--- config.mk ---
export PLATFORM = sky130hd
export DESIGN_NAME = host_ctrl_upper_flags
export DESIGN_NICKNAME = d
export VERILOG_FILES = /design/src/logic/hc_flags_pkg.sv /design/src/logic/host_ctrl_upper_flags.sv
export SDC_FILE = /design/constraint.sdc
export NUM_CORES = 1
export LEC_CHECK = 0
export BUFFER_PORTS_ARGS = -buffer_cell sky130_fd_sc_hd__buf_2
export CORE_MARGIN = 5
export CORE_UTILIZATION = 34
export CTS_CLUSTER_DIAMETER = 100
export CTS_CLUSTER_SIZE = 24
export DETAILED_ROUTE_END_ITERATION = 8
export PLACE_DENSITY = 0.93
export SLEW_MARGIN = 20
export SYNTH_ARGS = -nofsm -noshare
export SYNTH_HDL_FRONTEND = slang
export SYNTH_SLANG_ARGS = --single-unit
--- constraint.sdc ---
create_clock -name clk_sys -period 2 [get_ports clk_sys]
set_clock_uncertainty 0.2 [all_clocks]
set_input_delay 0.1 -clock clk_sys [delete_from_list [all_inputs] [get_ports clk_sys]]
set_output_delay 0.1 -clock clk_sys [all_outputs]
set_load 0.005 [all_outputs]
--- src/logic/hc_flags_pkg.sv ---
package hc_flags_pkg;

  // ***********************************************************
  // register map
  // ***********************************************************
  localparam logic [7:0] OFS_FLAGS_SET = 8'h50;
  localparam logic [7:0] OFS_FLAGS_CLR = 8'h54;

  localparam int BIT_ROM_VALID   = 31;
  localparam int BIT_SWAP_DIS    = 30;
  localparam int BIT_LATE_ACK    = 29;
  localparam int BIT_ENH_OWN     = 23;
  localparam int BIT_LINK_ON     = 17;

  localparam logic RST_ROM_VALID = 1'b0;
  localparam logic RST_SWAP_DIS  = 1'b0;
  localparam logic RST_LATE_ACK  = 1'b0;
  localparam logic RST_ENH_OWN   = 1'b1;

  // ***********************************************************
  // acknowledge codes
  // ***********************************************************
  typedef enum logic [1:0]
  {
    ACK_NORMAL,
    ACK_TYPE_ERROR,
    ACK_LATE
  } ack_kind_e;

  // ***********************************************************
  // carriers
  // ***********************************************************
  typedef struct packed
  {
    logic       wr;
    logic       rd;
    logic [7:0] addr;
    logic [31:0] wdata;
  } reg_req_s;

  typedef struct packed
  {
    logic valid;
    logic rom_block_read;
    logic to_own_node;
  } bus_req_s;

endpackage : hc_flags_pkg

--- src/logic/host_ctrl_upper_flags.sv ---
`timescale 1ns/1ns
// How it works
// - valid rom image lets block reads of config rom be answered normally.
// - without valid rom image, config rom block reads get ack_type_error.
// - bus reset with image invalid keeps rom mapping, header, options unchanged.
// - valid flag cleared by hardware reset, software reset or fetch error.
// - swap disable bit steers byte swapping of dma and physical data.
// - late-ack permit makes other node-addressed async packets get ack_tardy.
// - every ack_tardy sent pulses the ack_tardy event to interrupt logic.
// - bits 28 to 24 always read as zero.
// - ownership flag read-only, resets to 1, loaded from eeprom at init.
// - link off means no packets received, processed or transmitted.
// - register reached at a set address and a clear address, both readable.
module host_ctrl_upper_flags
  import hc_flags_pkg::*;
(
  input  wire logic        clk_sys,
  input  wire logic        rst,
  input  wire reg_req_s    reg_req,
  output logic [31:0]      rdata_ff,
  input  wire logic        soft_reset,
  input  wire logic        fetch_error,
  input  wire logic        link_on,
  input  wire logic        eeprom_load,
  input  wire logic        eeprom_enh_own,
  input  wire logic        bus_reset,
  input  wire bus_req_s    bus_req,
  output logic             ack_valid_ff,
  output ack_kind_e        ack_kind_ff,
  output logic             ack_tardy_event_ff,
  output logic             rom_regs_update_ff,
  output logic             rom_image_valid_ff,
  output logic             byte_swap_en_ff,
  output logic             late_ack_permit_ff
);

  // ***********************************************************
  // decode
  // ***********************************************************
  logic byte_swap_disable_ff;
  logic enhancement_ownership_ff;
  logic nxt_rom_image_valid;
  logic nxt_byte_swap_disable;
  logic nxt_late_ack_permit;
  logic nxt_enh_own;
  logic [31:0] flags_view;
  ack_kind_e nxt_ack_kind;

  wire hit_set = reg_req.wr && (reg_req.addr == OFS_FLAGS_SET);
  wire hit_clr = reg_req.wr && (reg_req.addr == OFS_FLAGS_CLR);
  wire hit_rd  = reg_req.rd && ((reg_req.addr == OFS_FLAGS_SET) ||
                 (reg_req.addr == OFS_FLAGS_CLR));

  // strobes come in as arguments so the assigns wake on every change
  function automatic logic set_clr(input logic cur,
                                   input logic set_hit,
                                   input logic clr_hit,
                                   input logic wbit);
    set_clr = (cur | (set_hit & wbit)) & ~(clr_hit & wbit);
  endfunction : set_clr

  // valid flag cannot be cleared by software, only by hardware events
  assign nxt_rom_image_valid = (soft_reset || fetch_error) ? 1'b0 :
    (rom_image_valid_ff | (hit_set & reg_req.wdata[BIT_ROM_VALID]));
  assign nxt_byte_swap_disable = set_clr(byte_swap_disable_ff, hit_set,
    hit_clr, reg_req.wdata[BIT_SWAP_DIS]);
  assign nxt_late_ack_permit = soft_reset ? 1'b0 :
    set_clr(late_ack_permit_ff, hit_set, hit_clr,
            reg_req.wdata[BIT_LATE_ACK]);
  assign nxt_enh_own = eeprom_load ? eeprom_enh_own :
                       enhancement_ownership_ff;

  // link bit lives elsewhere; mirrored so software can see it
  assign flags_view = {rom_image_valid_ff, byte_swap_disable_ff,
                       late_ack_permit_ff, 5'h00,
                       enhancement_ownership_ff, 5'h00, link_on,
                       17'h00000};

  // late ack wins only for traffic not aimed at config rom
  assign nxt_ack_kind =
    (bus_req.rom_block_read && !rom_image_valid_ff) ? ACK_TYPE_ERROR :
    (bus_req.rom_block_read) ? ACK_NORMAL :
    (late_ack_permit_ff && bus_req.to_own_node) ? ACK_LATE :
    ACK_NORMAL;

  wire take_req = bus_req.valid && link_on;

  // ***********************************************************
  // registers
  // ***********************************************************
  always_ff @(posedge clk_sys)
  begin
    if (rst)
    begin
      rom_image_valid_ff       <= RST_ROM_VALID;
      byte_swap_disable_ff     <= RST_SWAP_DIS;
      late_ack_permit_ff       <= RST_LATE_ACK;
      enhancement_ownership_ff <= RST_ENH_OWN;
      rdata_ff                 <= 32'h00000000;
      ack_valid_ff             <= 1'b0;
      ack_kind_ff              <= ACK_NORMAL;
      ack_tardy_event_ff       <= 1'b0;
      rom_regs_update_ff       <= 1'b0;
      byte_swap_en_ff          <= 1'b1;
    end
    else
    begin
      rom_image_valid_ff       <= nxt_rom_image_valid;
      byte_swap_disable_ff     <= nxt_byte_swap_disable;
      late_ack_permit_ff       <= nxt_late_ack_permit;
      enhancement_ownership_ff <= nxt_enh_own;
      rdata_ff                 <= hit_rd ? flags_view : 32'h00000000;
      ack_valid_ff             <= take_req;
      ack_kind_ff              <= take_req ? nxt_ack_kind : ACK_NORMAL;
      ack_tardy_event_ff       <= take_req &&
                                  (nxt_ack_kind == ACK_LATE);
      rom_regs_update_ff       <= bus_reset && rom_image_valid_ff;
      byte_swap_en_ff          <= ~nxt_byte_swap_disable;
    end
  end
endmodule : host_ctrl_upper_flags

* After elaboration in Yosys (flattened, before gate mapping)
Index checks and enable logic that the tools add are counted.
Storage, ports and cells: bits in registers 42, latch bits 0, RAM bits 0, bits in read-only memories 0, input bits 53, output and inout bits 40, word-level logic and storage cells 47, memories kept 0
Cells by class: add/subtract/negate cells 0, multipliers 0, div/mod/pow operators 0, magnitude comparators 0, equality and inequality tests 3, shift-type cells 0, mux-type cells 3, bitwise logic cells 15, reduce and logical (&&, ||, !) cells 15
Operators with widths (number):
- $eq A8 B7 Y1 const B | 2
- $logic_and A1 B1 Y1 | 8
- $reduce_or A2 Y1 | 4
- $and A1 B1 Y1 | 7
- $mux W2 | 3
- $not A1 Y1 | 5
- $or A1 B1 Y1 | 3
- $eq A2 B2 Y1 const B | 1
- $logic_or A1 B1 Y1 | 2
- $logic_not A1 Y1 | 1

* Logic depth before layout (Yosys ltp)
depth after elaboration 6, mapped depth 3, depth with buffers taken out 3

* Least setup slack after synthesis
Ideal clock, no wire load.
path type input to register, start input reg_req[33] in the netlist's numbering, end register byte_swap_disable_ff, library setup time 121 ps, data arrival time 828 ps, required time 1679 ps, path slack 851 ps, cell stages on the path 3, path buffers 0, cell sequence nor4b_4 nand3_2 mux2_4
On the way: word-level cells in the longest chain between the ends 5
Ends and longest elaborated chain:
- start, declared | line host_ctrl_upper_flags.sv:19 | input wire reg_req_s reg_req,
- $eq A8 B7 Y1, on equally long branches | line host_ctrl_upper_flags.sv:49, host_ctrl_upper_flags.sv:50
- $logic_and A1 B1 Y1, on equally long branches | line host_ctrl_upper_flags.sv:49, host_ctrl_upper_flags.sv:50
- $and A1 B1 Y1 | line host_ctrl_upper_flags.sv:59 | set_clr = (cur | (set_hit & wbit)) & ~(clr_hit & wbit);
- $or A1 B1 Y1 / $not A1 Y1 (equally long branches) | line host_ctrl_upper_flags.sv:59
- $and A1 B1 Y1 (*) | line host_ctrl_upper_flags.sv:59
- end signal, assigned | line host_ctrl_upper_flags.sv:109 | byte_swap_disable_ff <= nxt_byte_swap_disable;
- end, declared | line host_ctrl_upper_flags.sv:40 | logic byte_swap_disable_ff;
Mark *: on every way between the ends. The rest lies on a longest branch, timed or not. A chain may end at the register's enable or synchronous reset.

* Worst setup path after layout
start input reg_req[35] in the netlist's numbering, end register rom_image_valid_ff
On the way: word-level cells in the longest chain between the ends 4
Ends and longest elaborated chain:
- $eq A8 B7 Y1 | line host_ctrl_upper_flags.sv:49 | wire hit_set = reg_req.wr && (reg_req.addr == OFS_FLAGS_SET);
- $logic_and A1 B1 Y1 | line host_ctrl_upper_flags.sv:49
- $and A1 B1 Y1 | line host_ctrl_upper_flags.sv:64 | (rom_image_valid_ff | (hit_set & reg_req.wdata[BIT_ROM_VALID]));
- $or A1 B1 Y1 | line host_ctrl_upper_flags.sv:64
- end signal, assigned | line host_ctrl_upper_flags.sv:108 | rom_image_valid_ff <= nxt_rom_image_valid;
- end, declared | line host_ctrl_upper_flags.sv:32 | output logic rom_image_valid_ff,
Every way passes these cells.

==> results.ini <==
[logic_synthesis]
avgSynthCellArea_um2=9.70
synth_edf_count=0
yosys_register_bits=15
synth-main-ff-cell=dfxtp_1
synth_cell_types=21
ys_seq_area_share_pct=40.7
synthCells=76
synth_area_um2=737
yosysWarnings=0
async_reset_ff_share_pct=0

[global_route]
grt.total_usage_pct=11.6
antenna_found_initial=0
grt_pass1_wl_um=2900
grt_max_degree=9
grt-ovfl-total=0
grt_pass1_vias=660

[floorplan]
core_mm2=0.00202
die_h_um=56.6
num_rows=16
io_pins=93
initial_core_util_pct=36.4
die_area_mm2=0.00320
die_w_um=56.6

[pwr]
power_density_mw_per_mm2=512
p_leak_nw=0.572
max-vdd-ir-drop_mv=0.238

[critical_path]
worstPathRequired_ns=2.02
cp_common_cell=dlygate4sd3_1
worstPathCellList=dlygate4sd3_1 -> buf_2 -> nor4b_4 -> a41oi_1 -> nor4_1 -> dlygate4sd3_1
start_kind=input port
r2r_cells=3
worstSetupPathType=in2reg
slowest_delay_ns=0.58
critPathArrivalTime_ns=1.97
crit_path_end_kind=register
critPathSlowestCell=dlygate4sd3_1
path_max_fanout=3

[sta]
setup-tns-final_ns=0
fmax_mhz=515
post-route-period-util_pct=97.1
slew_violations=0
hold_viol_final=0
hold-worst-slack_ns=0.0116
layout_min_cycle_time_ns=1.94
setup_viol=0
setup_slack_ns=0.0574
rsz0062_at_grt=yes

[detailed_routing]
drtIter0Drc=10
wirelength_um=1890
num_vias=676
avgViaCountPerCell=4.20
detail_route.wl_per_cell_um=11.7
detail-route-antenna-nets=0
drc=0
first_pass_iters=4

[final_layout]
final_cell_mix=36 x buf_2, 27 x conb_1, 19 x dlygate4sd3_1
stdcell_area_mm2=0.00106
largest_reg_flops=5
final_common_cell=buf_2
layout.nets=188
top_register=rdata_ff
largestRegisters=rdata_ff (5), ack_kind_ff (2)
drive_gt1_share_pct=32.8
syn2layout_area_growth_pct=44.1
diodes=0
stdcell_count=161

[placement]
place_ws_ns=0.666
routabilityCongestion=0.790
place_inst=138
place_area_um2=846
hpwl_um=1250
portBuffers=36

[clocking]
cts_buffers=3
clock_path_buffers=2
clock-sinks=15
cts_tree=yes
clock_latency_ns=0.27
htreeDepth=1
cts.clk_slew.worst_paths_ns=0.08
root_buffer=clkbuf_4
cts_setup_buffers=0

[status]
status=finished, final reports clean

[min_path]
hp-class=in2reg
hold-path-cell-count=4

[run]
cap_viol_max_count=0

## power by group
part / total, mW / switching, mW / internal, mW
Combinational: 0.0785 / 0.0361 / 0.0424
Sequential: 0.302 / 0.000746 / 0.301
Clock: 0.163 / 0.0859 / 0.0773
## cells by family (layout without fill, tap and decap cells)
kind of cell    count (synthesis)  in the layout  share of synthesized area (%)
flops                          15             15                           40.7
compound gates                  2              2                           2.38
mux                             3              3                           4.75
other cells                     1             27                          0.509
buf+inv                        29             61                           28.5
simple gates                   26             26                           23.1
## through the flow
| stage | util, % | total power, mW |
|---|---|---|
| after floorplan | - | 0.370 |
| after global placement | 41.8 | 0.360 |
| after detailed placement | 41.8 | 0.361 |
| after CTS | 52.5 | 0.546 |
| after global routing | 52.5 | 0.569 |
| final | 52.5 | 0.544 |
## per-layer routing
metal  vias to the layer above  wire (um)  track usage, %
met5                         -          0               0
met4                         0         54            8.14
met3                         8        255            3.44
met2                        54        979            21.3
met1                       304        596            10.8
li1                        310          -               -
## area by class of cell
class | count | area [um2]
sequential | 15 | 300
tap | 27 | 33.8
multi-input combinational | 58 | 324
fill | 169 | 960
inverter | 2 | 7.51
timing repair buffer | 55 | 370
clock buffer | 4 | 26.3
## worst max-delay path: cells and delay by family
family | cells | cell delay, ns
buffers and inverters | 3 | 1.25
and+or+nand+nor | 2 | 0.46
AOI/OAI and AO/OA | 1 | 0.16
## final timing paths
| check | slack (ns) | startpoint | endpoint |
|---|---|---|---|
| max reg2reg | 0.47 | late_ack_permit_ff | ack_tardy_event_ff |
| min reg2reg | 0.26 | enhancement_ownership_ff | rdata_ff[23] |
| max | 0.06 | reg_req[35] | rom_image_valid_ff |
| min | 0.01 | reg_req[33] | byte_swap_en_ff |
## Yosys cell counts (2+ instances only)
library cell / number / area, um2
buf_4: 27 / 203
dfxtp_1: 15 / 300
and2_1: 5 / 31.3
nand2_1: 5 / 18.8
nor2_1: 3 / 11.3
nor3_1: 3 / 15.0
inv_1: 2 / 7.51
mux2i_1: 2 / 20.0
nor2b_1: 2 / 12.5
## what timing repair did
| action | CTS | global route |
|---|---|---|
| resized for setup | 0 | 0 |
| hold buffers | 19 | 0 |
| endpoints found under the hold margin | 11 | 0 |
| setup endpoints to repair | 0 | 1 |
(Power assumes the default switching activity.)
